<file path="src/logic/cfg_loader_pkg.sv">
package cfg_loader_pkg;

  // pclk rate
  localparam int CLK_MHZ = 50;

  // power-on reset hold of the status line
  localparam int POR_US = 12000;
  localparam int POR_CYC = POR_US * CLK_MHZ;

  // least low time of the status line in reset
  localparam int STATUS_MIN_US = 10;
  localparam int STATUS_MIN_CYC = STATUS_MIN_US * CLK_MHZ;

  // reset time-out after an error with automatic restart
  localparam int RESTART_US = 50;
  localparam int RESTART_CYC = RESTART_US * CLK_MHZ;

  // initialization oscillator derived from pclk
  localparam int OSC_MHZ = 10;
  localparam int OSC_DIV = CLK_MHZ / OSC_MHZ;
  localparam int INIT_US = 50;
  localparam int INIT_TICKS = INIT_US * OSC_MHZ;

  // delay from entering initialization to enabling the user start-up clock
  localparam int USR_EN_NS = 600;
  localparam int USR_EN_CYC = (USR_EN_NS * CLK_MHZ + 999) / 1000;
  localparam int USR_INIT_CLOCKS = 4436;

  // active serial link
  localparam logic [2:0] SCHEME_AS = 3'h3;
  localparam logic [7:0] AS_READ_CMD = 8'h03;
  localparam logic [2:0] AS_HALF = 3'h3;
  localparam logic [5:0] AS_HDR_FALLS = 6'h21;

  // register offsets
  localparam logic [11:0] REG_CTRL = 12'h000;
  localparam logic [11:0] REG_LEN = 12'h004;
  localparam logic [11:0] REG_STAT = 12'h008;
  localparam logic [11:0] REG_COUNT = 12'h00c;

  // control fields
  localparam int CTRL_RESTART = 0;
  localparam int CTRL_USRCLK = 1;
  localparam int CTRL_DECOMP = 2;
  localparam int CTRL_DECRYPT = 3;
  localparam logic [3:0] CTRL_RESET = 4'h0;
  localparam logic [31:0] LEN_RESET = 32'h0000_0100;

  typedef enum logic [3:0] {
    ST_POR, ST_RESET, ST_RELEASE, ST_CONFIG, ST_ERROR,
    ST_WAIT_DONE, ST_EDGES, ST_INIT, ST_USER
  } state_t;

endpackage : cfg_loader_pkg

</file>
<file path="src/logic/pin_sync_if.sv">
`timescale 1ns/1ps
interface pin_sync_if #(parameter int W = 1);
  logic [W-1:0] level;
  logic [W-1:0] rise;
  logic [W-1:0] fall;
  modport src (output level, output rise, output fall);
  modport dst (input level, input rise, input fall);
endinterface : pin_sync_if

</file>
<file path="src/logic/sync_filter.sv">
`timescale 1ns/1ps
module sync_filter #(
  parameter int W = 1
) (
  input wire logic clk,
  input wire logic rst_n,
  input wire logic [W-1:0] raw,
  pin_sync_if.src sync
);

  logic [W-1:0] s1;
  logic [W-1:0] s2;
  logic [W-1:0] s3;
  logic [W-1:0] agree;
  logic [W-1:0] next_level;

  // a change counts once the second and third stages agree
  assign agree = ~(s2 ^ s3);
  assign next_level = (agree & s3) | (~agree & sync.level);

  always_ff @(posedge clk or negedge rst_n) begin
    if (!rst_n) begin
      s1 <= '0;
      s2 <= '0;
      s3 <= '0;
      sync.level <= '0;
      sync.rise <= '0;
      sync.fall <= '0;
    end else begin
      s1 <= raw;
      s2 <= s1;
      s3 <= s2;
      sync.level <= next_level;
      sync.rise <= next_level & ~sync.level;
      sync.fall <= ~next_level & sync.level;
    end
  end

endmodule : sync_filter

</file>
<file path="src/logic/cfg_loader.sv">
// Contract
// - in user mode all lines high; request low starts reconfiguration
// - status line held low through the power-on reset delay
// - load-complete line low from power-up until all data accepted
// - request low pulls load-complete and status low within 800 ns
// - status low pulse lasts 10 to 100 us
// - status released within 100 us after request rises
// - two clock falls after load complete before initialization starts; the active serial scheme starts initialization without them
// - internal oscillator start-up enters user mode 20 to 100 us later
// - user start-up clock enabled no sooner than four clock periods
// - user start-up option enters user mode after 4436 user clocks
// - byte-bus pins handed to user logic after configuration
// - active serial scheme masters the flash and loads its data
// - scheme select low, high, high chooses active serial
// - decompression and decryption available in active serial scheme
// - four flash signals: clock, data, command line, select low
// - after error with auto restart, release status within 100 us
// - initialization clocked by separate 10 MHz oscillator by default; here a 10 MHz tick divided from pclk
//
// Design decisions made here: register access over APB and the address map.
`timescale 1ns/1ps
module cfg_loader #(
  parameter int POR_CYCLES = cfg_loader_pkg::POR_CYC,
  parameter int USR_INIT_COUNT = cfg_loader_pkg::USR_INIT_CLOCKS
) (
  input wire logic pclk,
  input wire logic presetn,
  input wire logic psel,
  input wire logic penable,
  input wire logic pwrite,
  input wire logic [11:0] paddr,
  input wire logic [31:0] pwdata,
  output logic [31:0] prdata,
  output logic pready,
  output logic pslverr,
  input wire logic cfg_request_n,
  input wire logic status_in,
  output logic status_out,
  output logic status_oe_n,
  input wire logic done_in,
  output logic done_out,
  output logic done_oe_n,
  input wire logic cfg_clock,
  input wire logic [7:0] cfg_data,
  input wire logic user_startup_clock,
  input wire logic [2:0] scheme_select,
  output logic flash_clk,
  input wire logic flash_data,
  output logic flash_cmd_in,
  output logic flash_select_n,
  input wire logic image_error,
  output logic [7:0] cfg_byte,
  output logic cfg_byte_valid,
  output logic cfg_decompress,
  output logic cfg_decrypt,
  output logic user_mode,
  output logic user_io_enable
);

  localparam int SW = 17;
  localparam logic [19:0] POR_LIM = 20'(POR_CYCLES);
  localparam logic [19:0] STATUS_LIM = 20'(cfg_loader_pkg::STATUS_MIN_CYC);
  localparam logic [19:0] RESTART_LIM = 20'(cfg_loader_pkg::RESTART_CYC);
  localparam logic [19:0] USR_EN_LIM = 20'(cfg_loader_pkg::USR_EN_CYC);
  localparam logic [12:0] USR_LIM = 13'(USR_INIT_COUNT);
  localparam logic [12:0] INIT_LIM = 13'(cfg_loader_pkg::INIT_TICKS);
  localparam logic [2:0] OSC_LIM = 3'(cfg_loader_pkg::OSC_DIV - 1);

  cfg_loader_pkg::state_t state;
  cfg_loader_pkg::state_t next_state;

  // synchronised pins
  logic [SW-1:0] pins_raw;
  pin_sync_if #(.W(SW)) pins();

  assign pins_raw = {scheme_select, user_startup_clock, flash_data, done_in,
                     status_in, cfg_request_n, cfg_clock, cfg_data};

  sync_filter #(.W(SW)) u_sync (
    .clk(pclk),
    .rst_n(presetn),
    .raw(pins_raw),
    .sync(pins)
  );

  wire [7:0] data_lvl = pins.level[7:0];
  wire cfg_clk_rise = pins.rise[8];
  wire cfg_clk_fall = pins.fall[8];
  wire req_lvl = pins.level[9];
  wire stat_lvl = pins.level[10];
  wire done_lvl = pins.level[11];
  wire fdata_lvl = pins.level[12];
  wire uclk_rise = pins.rise[13];
  wire [2:0] scheme_lvl = pins.level[16:14];

  // registers
  logic [3:0] ctrl;
  logic [31:0] img_len;
  logic [31:0] byte_cnt;
  logic err_flag;
  logic as_mode;
  logic [19:0] timer;
  logic edge_cnt;
  logic [2:0] osc_cnt;
  logic [12:0] init_cnt;

  // active serial engine
  logic [2:0] as_div;
  logic [5:0] hdr_cnt;
  logic [2:0] bit_cnt;
  logic [31:0] cmd_sh;
  logic [6:0] as_sh;

  wire in_config = (state == cfg_loader_pkg::ST_CONFIG);
  wire in_init = (state == cfg_loader_pkg::ST_INIT);
  wire as_run = in_config & as_mode;
  wire as_half_tick = (as_div == cfg_loader_pkg::AS_HALF);
  wire as_fall = as_run & as_half_tick & flash_clk;
  wire as_sampling = (hdr_cnt == cfg_loader_pkg::AS_HDR_FALLS);
  wire as_byte_ok = as_fall & as_sampling & (bit_cnt == 3'h7);
  wire [7:0] as_byte = {as_sh, fdata_lvl};

  wire fpp_ok = in_config & ~as_mode & cfg_clk_rise & stat_lvl;
  wire byte_ok = as_mode ? as_byte_ok : fpp_ok;
  wire [7:0] byte_val = as_mode ? as_byte : data_lvl;
  wire byte_last = ((byte_cnt + 32'h1) == img_len);

  wire osc_tick = (osc_cnt == OSC_LIM);
  wire usr_opt = ctrl[cfg_loader_pkg::CTRL_USRCLK];
  wire usr_en = usr_opt & in_init & (timer >= USR_EN_LIM);
  wire init_done = usr_opt ? (init_cnt == USR_LIM) : (init_cnt == INIT_LIM);

  always_comb begin
    next_state = state;
    unique case (state)
      cfg_loader_pkg::ST_POR:
        if (timer >= POR_LIM) next_state = cfg_loader_pkg::ST_RELEASE;
      cfg_loader_pkg::ST_RESET:
        if (req_lvl && timer >= STATUS_LIM) begin
          next_state = cfg_loader_pkg::ST_RELEASE;
        end
      cfg_loader_pkg::ST_RELEASE:
        if (stat_lvl) next_state = cfg_loader_pkg::ST_CONFIG;
      cfg_loader_pkg::ST_CONFIG:
        if (image_error) begin
          next_state = cfg_loader_pkg::ST_ERROR;
        end else if (byte_ok && byte_last) begin
          next_state = cfg_loader_pkg::ST_WAIT_DONE;
        end
      cfg_loader_pkg::ST_ERROR:
        if (ctrl[cfg_loader_pkg::CTRL_RESTART] && timer >= RESTART_LIM) begin
          next_state = cfg_loader_pkg::ST_RELEASE;
        end
      cfg_loader_pkg::ST_WAIT_DONE:
        if (done_lvl) begin
          next_state = as_mode ? cfg_loader_pkg::ST_INIT
                               : cfg_loader_pkg::ST_EDGES;
        end
      cfg_loader_pkg::ST_EDGES:
        if (cfg_clk_fall && edge_cnt) next_state = cfg_loader_pkg::ST_INIT;
      cfg_loader_pkg::ST_INIT:
        if (init_done) next_state = cfg_loader_pkg::ST_USER;
      cfg_loader_pkg::ST_USER: ;
    endcase
    if (state != cfg_loader_pkg::ST_POR && !req_lvl) begin
      next_state = cfg_loader_pkg::ST_RESET;
    end
  end

  wire drive_status = (next_state == cfg_loader_pkg::ST_POR) |
                      (next_state == cfg_loader_pkg::ST_RESET) |
                      (next_state == cfg_loader_pkg::ST_ERROR);
  wire release_done = (next_state == cfg_loader_pkg::ST_WAIT_DONE) |
                      (next_state == cfg_loader_pkg::ST_EDGES) |
                      (next_state == cfg_loader_pkg::ST_INIT) |
                      (next_state == cfg_loader_pkg::ST_USER);
  wire to_user = (next_state == cfg_loader_pkg::ST_USER);

  always_ff @(posedge pclk or negedge presetn) begin
    if (!presetn) begin
      state <= cfg_loader_pkg::ST_POR;
      timer <= '0;
    end else begin
      state <= next_state;
      if (next_state != state) begin
        timer <= '0;
      end else if (timer != '1) begin
        timer <= timer + 20'h1;
      end
    end
  end

  always_ff @(posedge pclk or negedge presetn) begin
    if (!presetn) begin
      status_oe_n <= 1'b0;
      done_oe_n <= 1'b0;
      status_out <= 1'b0;
      done_out <= 1'b0;
    end else begin
      status_oe_n <= ~drive_status;
      done_oe_n <= release_done;
      status_out <= 1'b0;
      done_out <= 1'b0;
    end
  end

  always_ff @(posedge pclk or negedge presetn) begin
    if (!presetn) begin
      user_mode <= 1'b0;
      user_io_enable <= 1'b0;
    end else begin
      user_mode <= to_user;
      user_io_enable <= to_user;
    end
  end

  always_ff @(posedge pclk or negedge presetn) begin
    if (!presetn) begin
      as_mode <= 1'b0;
    end else if (state == cfg_loader_pkg::ST_RELEASE) begin
      as_mode <= (scheme_lvl == cfg_loader_pkg::SCHEME_AS);
    end
  end

  always_ff @(posedge pclk or negedge presetn) begin
    if (!presetn) begin
      byte_cnt <= '0;
      cfg_byte <= '0;
      cfg_byte_valid <= 1'b0;
    end else begin
      cfg_byte_valid <= byte_ok;
      if (state == cfg_loader_pkg::ST_RELEASE) begin
        byte_cnt <= '0;
      end else if (byte_ok) begin
        byte_cnt <= byte_cnt + 32'h1;
        cfg_byte <= byte_val;
      end
    end
  end

  always_ff @(posedge pclk or negedge presetn) begin
    if (!presetn) begin
      cfg_decompress <= 1'b0;
      cfg_decrypt <= 1'b0;
    end else begin
      cfg_decompress <= ctrl[cfg_loader_pkg::CTRL_DECOMP];
      cfg_decrypt <= ctrl[cfg_loader_pkg::CTRL_DECRYPT];
    end
  end

  // error flag: a new error outranks the clear at reload
  wire err_set = in_config & image_error;
  wire err_clr = (state == cfg_loader_pkg::ST_RELEASE) & stat_lvl;

  always_ff @(posedge pclk or negedge presetn) begin
    if (!presetn) begin
      err_flag <= 1'b0;
    end else begin
      err_flag <= err_set | (err_flag & ~err_clr);
    end
  end

  always_ff @(posedge pclk or negedge presetn) begin
    if (!presetn) begin
      edge_cnt <= 1'b0;
    end else if (state != cfg_loader_pkg::ST_EDGES) begin
      edge_cnt <= 1'b0;
    end else if (cfg_clk_fall) begin
      edge_cnt <= 1'b1;
    end
  end

  always_ff @(posedge pclk or negedge presetn) begin
    if (!presetn) begin
      osc_cnt <= '0;
    end else begin
      osc_cnt <= osc_tick ? 3'h0 : osc_cnt + 3'h1;
    end
  end

  always_ff @(posedge pclk or negedge presetn) begin
    if (!presetn) begin
      init_cnt <= '0;
    end else if (!in_init) begin
      init_cnt <= '0;
    end else if (usr_opt ? (usr_en & uclk_rise) : osc_tick) begin
      init_cnt <= init_cnt + 13'h1;
    end
  end

  // flash master; shifts and samples on falling edges
  always_ff @(posedge pclk or negedge presetn) begin
    if (!presetn) begin
      flash_clk <= 1'b1;
      flash_select_n <= 1'b1;
      flash_cmd_in <= 1'b1;
      as_div <= '0;
      hdr_cnt <= '0;
      bit_cnt <= '0;
      cmd_sh <= '0;
      as_sh <= '0;
    end else if (!as_run) begin
      flash_clk <= 1'b1;
      flash_select_n <= 1'b1;
      flash_cmd_in <= 1'b1;
      as_div <= '0;
      hdr_cnt <= '0;
      bit_cnt <= '0;
      cmd_sh <= {cfg_loader_pkg::AS_READ_CMD, 24'h000000};
    end else begin
      flash_select_n <= 1'b0;
      as_div <= as_half_tick ? 3'h0 : as_div + 3'h1;
      if (as_half_tick) flash_clk <= ~flash_clk;
      if (as_fall && !as_sampling) begin
        hdr_cnt <= hdr_cnt + 6'h1;
        flash_cmd_in <= cmd_sh[31];
        cmd_sh <= {cmd_sh[30:0], 1'b0};
      end else if (as_fall) begin
        as_sh <= as_byte[6:0];
        bit_cnt <= bit_cnt + 3'h1;
      end
    end
  end

  // apb slave, zero wait states
  wire apb_setup = psel & ~penable;
  wire apb_write = psel & penable & pready & pwrite & ~pslverr;
  wire hit_ctrl = (paddr == cfg_loader_pkg::REG_CTRL);
  wire hit_len = (paddr == cfg_loader_pkg::REG_LEN);
  wire hit_stat = (paddr == cfg_loader_pkg::REG_STAT);
  wire hit_count = (paddr == cfg_loader_pkg::REG_COUNT);
  wire addr_ok = hit_ctrl | hit_len | hit_stat | hit_count;
  wire [31:0] stat_word = {25'h0, err_flag, as_mode, user_mode, 4'(state)};
  wire [31:0] rd_val = hit_ctrl ? {28'h0, ctrl} :
                       hit_len ? img_len :
                       hit_stat ? stat_word :
                       hit_count ? byte_cnt : 32'h0;

  always_ff @(posedge pclk or negedge presetn) begin
    if (!presetn) begin
      pready <= 1'b0;
      pslverr <= 1'b0;
      prdata <= '0;
    end else begin
      pready <= apb_setup;
      if (apb_setup) begin
        pslverr <= ~addr_ok;
        prdata <= pwrite ? 32'h0 : rd_val;
      end
    end
  end

  always_ff @(posedge pclk or negedge presetn) begin
    if (!presetn) begin
      ctrl <= cfg_loader_pkg::CTRL_RESET;
      img_len <= cfg_loader_pkg::LEN_RESET;
    end else if (apb_write) begin
      if (hit_ctrl) ctrl <= pwdata[3:0];
      if (hit_len) img_len <= pwdata;
    end
  end

endmodule : cfg_loader

</file>
<file path="config.mk">
export PLATFORM = sky130hd
export DESIGN_NAME = cfg_loader
export DESIGN_NICKNAME = d
export VERILOG_FILES = /design/src/logic/cfg_loader_pkg.sv /design/src/logic/pin_sync_if.sv /design/src/logic/sync_filter.sv /design/src/logic/cfg_loader.sv
export SDC_FILE = /design/constraint.sdc
export NUM_CORES = 1
export LEC_CHECK = 0
export BUFFER_PORTS_ARGS = -buffer_cell sky130_fd_sc_hd__clkbuf_2
export CAP_MARGIN = 0
export CORE_MARGIN = 2
export CORE_UTILIZATION = 59
export DETAILED_ROUTE_END_ITERATION = 6
export GPL_TIMING_DRIVEN = 0
export PLACE_DENSITY = 0.87
export SLEW_MARGIN = 20
export SYNTH_ARGS = -nofsm -noshare
export SYNTH_HDL_FRONTEND = slang
export SYNTH_SLANG_ARGS = --single-unit
</file>
<file path="constraint.sdc">
create_clock -name pclk -period 3.7 [get_ports pclk]
set_input_delay 0.37 -clock pclk [delete_from_list [all_inputs] [get_ports pclk]]
set_output_delay 0.37 -clock pclk [all_outputs]
set_load 0.02 [all_outputs]
</file>
=== Word-level counts from Yosys, hierarchy flattened ===
Cells that the tools add are included.

* Output and inout port bits: 54
* Flip-flop bits (word level): 304
* Logic and storage cells: 188
* Input port bits: 67

* Add/subtract/negate cells: 7
* Magnitude comparators: 4
* Multiplexer cells: 44
* Bitwise logic cells: 47
* Equal/unequal tests: 32
* Reductions and logical operators: 20

{| class="wikitable"
|+ Operators by type and width
! kind !! count
|-
| $mux 32 || 9
|-
| $mux 20 || 2
|-
| $mux 4 || 10
|-
| $and 17x17->17 || 2
|-
| $not 17->17 || 2
|-
| $add 32x1->32 const B || 1
|-
| $eq 32x32->1 || 1
|-
| $eq 4x3->1 const B || 8
|-
| $pmux 4 s8 || 1
|-
| $mux 13 || 2
|-
| $eq 12x4->1 const B || 2
|-
| $add 20x1->20 const B || 1
|-
| $ge 20x12->1 const B || 1
|-
| $ge 20x20->1 const B || 1
|-
| $ge 20x5->1 const B || 1
|-
| $ge 20x9->1 const B || 1
|-
| $ne 20x20->1 const B || 1
|-
| $and 1x1->1 || 19
|-
| $mux 3 || 6
|-
| $or 17x17->17 || 1
|-
| $xor 17x17->17 || 1
|-
| $and 14x14->14 || 1
|-
| $not 14->14 || 1
|-
| $add 13x1->13 const B || 1
|-
| 30 further kinds || 78
|}

=== Logic depth before layout (Yosys ltp) ===
* Word-level depth: 16
* Mapped depth: 12
* Depth with buffers taken out: 12

=== Hierarchy ===
Synthesis repeated with hierarchy kept, for this count alone.

* Cells, all modules: 1219
* Area total of the unflattened synthesis: 13404.1 µm²

{| class="wikitable"
|+ Modules (own cells, without submodules)
! module !! cells each !! times used !! area an instance (µm²) !! sequential area each (µm²)
|-
| cfg_loader || 1066 || 1 || 10382.5 || 4734.5
|-
| sync_filter || 153 || 1 || 3021.6 || 2552.4
|}

=== Worst setup path after synthesis ===
Ideal clock, no wire load.

* Kind: reg2reg
* From: reg byte_cnt[0]
* To: reg timer[18]
* Library setup time: 0.123 ns
* Period minus slack after synthesis: 3.066 ns
* Path buffers: 2
* Cell stages (with the launch flop): 13
* Required time: 3.577 ns
* Arrival time: 2.942 ns
* Slack: 0.634 ns
* Path through: dfrtp_1 ha_1 nand3_4 or4_4 buf_6 nor4_4 xnor2_1 a2111oi_2 and4b_1 a21bo_2 a21o_4 buf_12 nor3_2

* Word-level cells in the longest chain between the ends: 9
* Elaborated cells on any way between the ends: 10
* Classes of those cells: add/sub: 1; eq/ne: 2; mux: 5; reduce/logical: 2

{| class="wikitable"
|+ RTL lines
! element !! line !! text
|-
| start: declaration || cfg_loader.sv:99 || <nowiki>logic [31:0] byte_cnt;</nowiki>
|-
| start signal: assignment || cfg_loader.sv:235 || <nowiki>byte_cnt <= byte_cnt + 32'h1;</nowiki>
|-
| $add 32x1->32 * || cfg_loader.sv:126 || <nowiki>wire byte_last = ((byte_cnt + 32'h1) == img_len);</nowiki>
|-
| $eq 32x32->1 * || cfg_loader.sv:126 ||
|-
| $logic_and 1x1->1 * || cfg_loader.sv:147 || <nowiki>end else if (byte_ok && byte_last) begin</nowiki>
|-
| $mux 4 * || cfg_loader.sv:147 ||
|-
| $mux 4 * || cfg_loader.sv:145 || <nowiki>if (image_error) begin</nowiki>
|-
| $pmux 4 s8 * || cfg_loader.sv:135 || <nowiki>unique case (state)</nowiki>
|-
| $mux 4 * || cfg_loader.sv:165 || <nowiki>if (state != cfg_loader_pkg::ST_POR && !req_lvl) begin</nowiki>
|-
| $ne 4x4->1 * || cfg_loader.sv:185 || <nowiki>if (next_state != state) begin</nowiki>
|-
| $mux 20 or $reduce_bool 2->1 (tied branches) || - ||
|-
| end signal: assignment || cfg_loader.sv:188 || <nowiki>timer <= timer + 20'h1;</nowiki>
|-
| end: declaration || cfg_loader.sv:102 || <nowiki>logic [19:0] timer;</nowiki>
|}

Mark *: on every way between the ends. The rest lies on a longest branch, timed or not.
A chain may end at the register's enable or synchronous reset.

=== Worst setup path in the final report ===
* From: reg byte_cnt[0]
* To: reg status_oe_n

* Word-level cells in the longest chain between the ends: 11
* Elaborated cells on any way between the ends: 13
* Classes of those cells: add/sub: 1; eq/ne: 3; mux: 4; bitwise: 3; reduce/logical: 2

{| class="wikitable"
|+ RTL lines
! element !! line !! text
|-
| $add 32x1->32 * || cfg_loader.sv:126 ||
|-
| $eq 32x32->1 * || cfg_loader.sv:126 ||
|-
| $logic_and 1x1->1 * || cfg_loader.sv:147 ||
|-
| $mux 4 * || cfg_loader.sv:147 ||
|-
| $mux 4 * || cfg_loader.sv:145 ||
|-
| $pmux 4 s8 * || cfg_loader.sv:135 ||
|-
| $mux 4 * || cfg_loader.sv:165 ||
|-
| net next_state[1] || cfg_loader.sv:70 || <nowiki>cfg_loader_pkg::state_t next_state;</nowiki>
|-
| $eq 4x1->1 or $logic_not 4->1 (tied branches) || cfg_loader.sv:171, cfg_loader.sv:170 ||
|-
| $or 1x1->1 || cfg_loader.sv:170 || <nowiki>wire drive_status = (next_state == cfg_loader_pkg::ST_POR) |</nowiki>
|-
| $or 1x1->1 * || cfg_loader.sv:171 || <nowiki>(next_state == cfg_loader_pkg::ST_RESET) |</nowiki>
|-
| $not 1->1 * || cfg_loader.sv:200 || <nowiki>status_oe_n <= ~drive_status;</nowiki>
|-
| end signal: assignment || cfg_loader.sv:200 ||
|-
| end: declaration || cfg_loader.sv:39 || <nowiki>output logic status_oe_n,</nowiki>
|}

The timed path passes the listed nets; every way through them passes the cells marked *.

==> flow_summary.yaml <==
outcome:
  outcome: "finished, final reports clean"
floorplanning:
  dieHeight_um: 148
  die_w_um: 148
  io_pins: 121
  dieArea_mm2: 0.0218
  initial_core_util_pct: 60.2
  design.core.area_mm2: 0.0202
  fp-row-count: 52
logic_synthesis:
  synth_top_family_by_area: "simple AND/OR/NAND/NOR gates"
  synth_top_area_cell: "dfrtp_1"
  synth-simple-area-share_pct: 17.4
  yosys-top-cells-area: "dfrtp_1 (53%), mux2_2 (4.1%), nand2_1 (4.0%)"
  synth_seq_cells: 260
  yosys-mux-area-fraction_pct: 7.30
  synthAdderAreaFrac_pct: 2.73
  ys_seq_area_share_pct: 53.5
  synth_cell_types: 77
  synthXorXnorAreaFrac_pct: 5.11
  synth_compound_area_share_pct: 10.8
  ys.flop_type: "dfrtp_1"
  syn_inst: 1161
  synth_top_area_share_pct: 52.6
  synth_edf_count: 0
  yosys_warnings: 0
  synthMostInstantiatedCell: "dfrtp_1"
  ys_async_sr_fraction_pct: 100
  syn_avg_cell_area_um2: 10.5
  syn_area_mm2: 0.0122
  synthTopCellsByCount: "dfrtp_1 (256), nand2_1 (129), nor2_1 (98)"
sta:
  setup_ws_ns: 0.173
  relSlewSlack_pct: 43.5
  finalSetupViolCount: 0
  hold_viol: 0
  grt_setup_unrepaired: "no"
  min_period_ns: 3.53
  worst_hold_slack_ns: 0.0371
  setup-tns-final_ns: 0
  clock_skew_ns: 0.0104
  slew_violations: 0
  worst_pin_slew_ns: 0.840
  max_freq_ghz: 0.283
  finalCritPeriodShare_pct: 95.3
drt:
  drc: 0
  wl_per_cell_um: 18.0
  vias_per_cell: 5.93
  ant_nets: 0
  wirelength_mm: 29.1
  firstDrtPassIters: 5
  drt_iter0_markers: 629
  vias: 9611
final_layout:
  diodes: 0
  syn_to_final_growth_pct: 17.7
  layout.nets: 1409
  nFillCells: 1459
  drive_above_1_share_pct: 19.2
  utilization_pct: 70.8
job:
  drv_cap: 0
cts:
  cts_tree: "yes"
  root_buffer: "clkbuf_16"
  numCtsBuffers: 27
  clk_latency_ns: 0.55
  htree_levels: 1
  cts_buffer_depth: 3
  clkTransAtPathRegs_ns: 0.06
  cts.sink_count: 260
global_route:
  overflow: 0
  antenna_found_initial: 0
  grt_max_degree: 95
  grt_pass1_wl_mm: 47.3
  grt_pass1_vias: 9592
  grt_use_total_pct: 26.8
placed_design:
  hpwl_mm: 20.1
  port_buffers: 118
  gp_congestion: 0.929
  place_ws_ns: -0.123
pwr:
  p_leak_nw: 6.61
  irDropWorstVdd_uv: 418
  p_per_area_mw_per_mm2: 415
min_path:
  hold_class: "input port to flip-flop"
critical_path:
  crit_type: "flip-flop to flip-flop"
  crit_path_end_kind: "flip-flop"
  cp_max_fo: 8
  worst_ep_arrival_time_ns: 3.95
  cp-start-kind: "flip-flop"
  cp.required_ns: 4.12
## metrics by stage
step,std cells,instance area [µm²],total power [mW]
floorplan,1162,12200,3.02
global placement,1550,13100,3.12
detailed placement,1552,13200,3.14
CTS,1620,14300,5.99
global route,1620,14300,6.13
finish,1620,14300,5.95
## power breakdown
part | internal (mW) | total, mW | switching [mW]
Sequential | 2.89 | 2.92 | 0.0291
Clock | 1.72 | 2.85 | 1.13
Combinational | 0.0724 | 0.178 | 0.105
Total | 4.69 | 5.95 | 1.26
## path summary, 6_finish.rpt
path / startpoint / cells after the start / to / slack [ns]
min in group asynchronous: presetn / 2 / prdata[26] / 0.39
min reg2reg: u_sync.s1[14] / 0 / u_sync.s2[14] / 0.35
min: pwdata[31] / 3 / img_len[31] / 0.04
max in group asynchronous: presetn / 4 / flash_clk / 2.01
max reg2reg: byte_cnt[0] / 11 / status_oe_n / 0.17
max: byte_cnt[0] / 11 / status_oe_n / 0.17
## worst max-delay path: stages (launching register included)
cell and delay (ns):
dfrtp_1 0.50, ha_2 0.32, nand3_4 0.15, or4_4 0.56
buf_6 0.16, nor4_4 0.38, xnor2_1 0.14, a2111oi_2 0.36
and4b_1 0.30, a21bo_2 0.19, nor2_2 0.06, a211o_1 0.28
## state kept, by name, summed over array words and instances, names as in the netlist, 8 cells and up, named ones only
name,cells
img_len,32
prdata,32
cfg_byte,8
u_sync.s3,17
timer,20
u_sync.s2,17
u_sync.s1,17
byte_cnt,32
cmd_sh,8
init_cnt,13
## placed cells by master, fill, tap and decap left out, types with 5 or more instances in the layout
cell type	instances
maj3_1	17
xor2_1	38
clkbuf_2	117
nand2_1	129
nor2_2	5
inv_1	24
and3_1	19
or2_2	6
buf_1	6
nand4_1	31
clkbuf_8	9
and4_1	8
a21oi_1	43
or3_1	6
nor3_2	5
mux2i_1	37
dfrtp_1	256
xnor2_1	33
o22ai_1	5
clkinv_2	5
o31ai_1	19
o21ai_0	89
ha_1	12
nand2b_1	10
and2_1	6
clkbuf_16	27
dlygate4sd3_1	18
nor4bb_1	5
o41ai_1	10
nand3_1	39
nor2_1	98
clkbuf_1	47
nor3b_1	5
mux2_2	44
nor4_1	11
buf_2	10
a31oi_1	8
nor3_1	10
## kinds of logic (layout without fill, tap and decap cells)
family	count (synthesis)	count (layout)
compound gates	212	212
xor+xnor	71	71
fa+ha+maj	30	30
buf+inv	90	278
flops	260	260
mux	82	82
other cells	1	2
simple gates	415	415
## per-layer routing
metal / vias up / part of all wire [%] / track usage, %
met2: 284 / 50 / 46.2
met4: 0 / 4.2 / 10.9
met5: - / 0 / 0
li1: 4460 / - / -
met3: 80 / 5.2 / 4.26
met1: 4787 / 41 / 34.1
## repair_timing
item | in CTS | in global routing
setup endpoints to repair | 22 | 24
gates resized for setup | 1 | 4
setup buffers | 0 | 0
hold endpoints to repair | 102 | 0
hold buffers | 18 | 0
cloned | 0 | 0
## area by class of cell
type	instances	area, µm²	share of cell area (%)
tap	270	338	2.36
clock inverter	10	144	1.00
buffer	64	295	2.06
multi-input combinational	812	5300	37.0
clock buffer	40	805	5.62
timing repair buffer	138	835	5.83
inverter	26	97.6	0.682
sequential	260	6510	45.5
No activity file was read; power rests on OpenSTA's default activity.
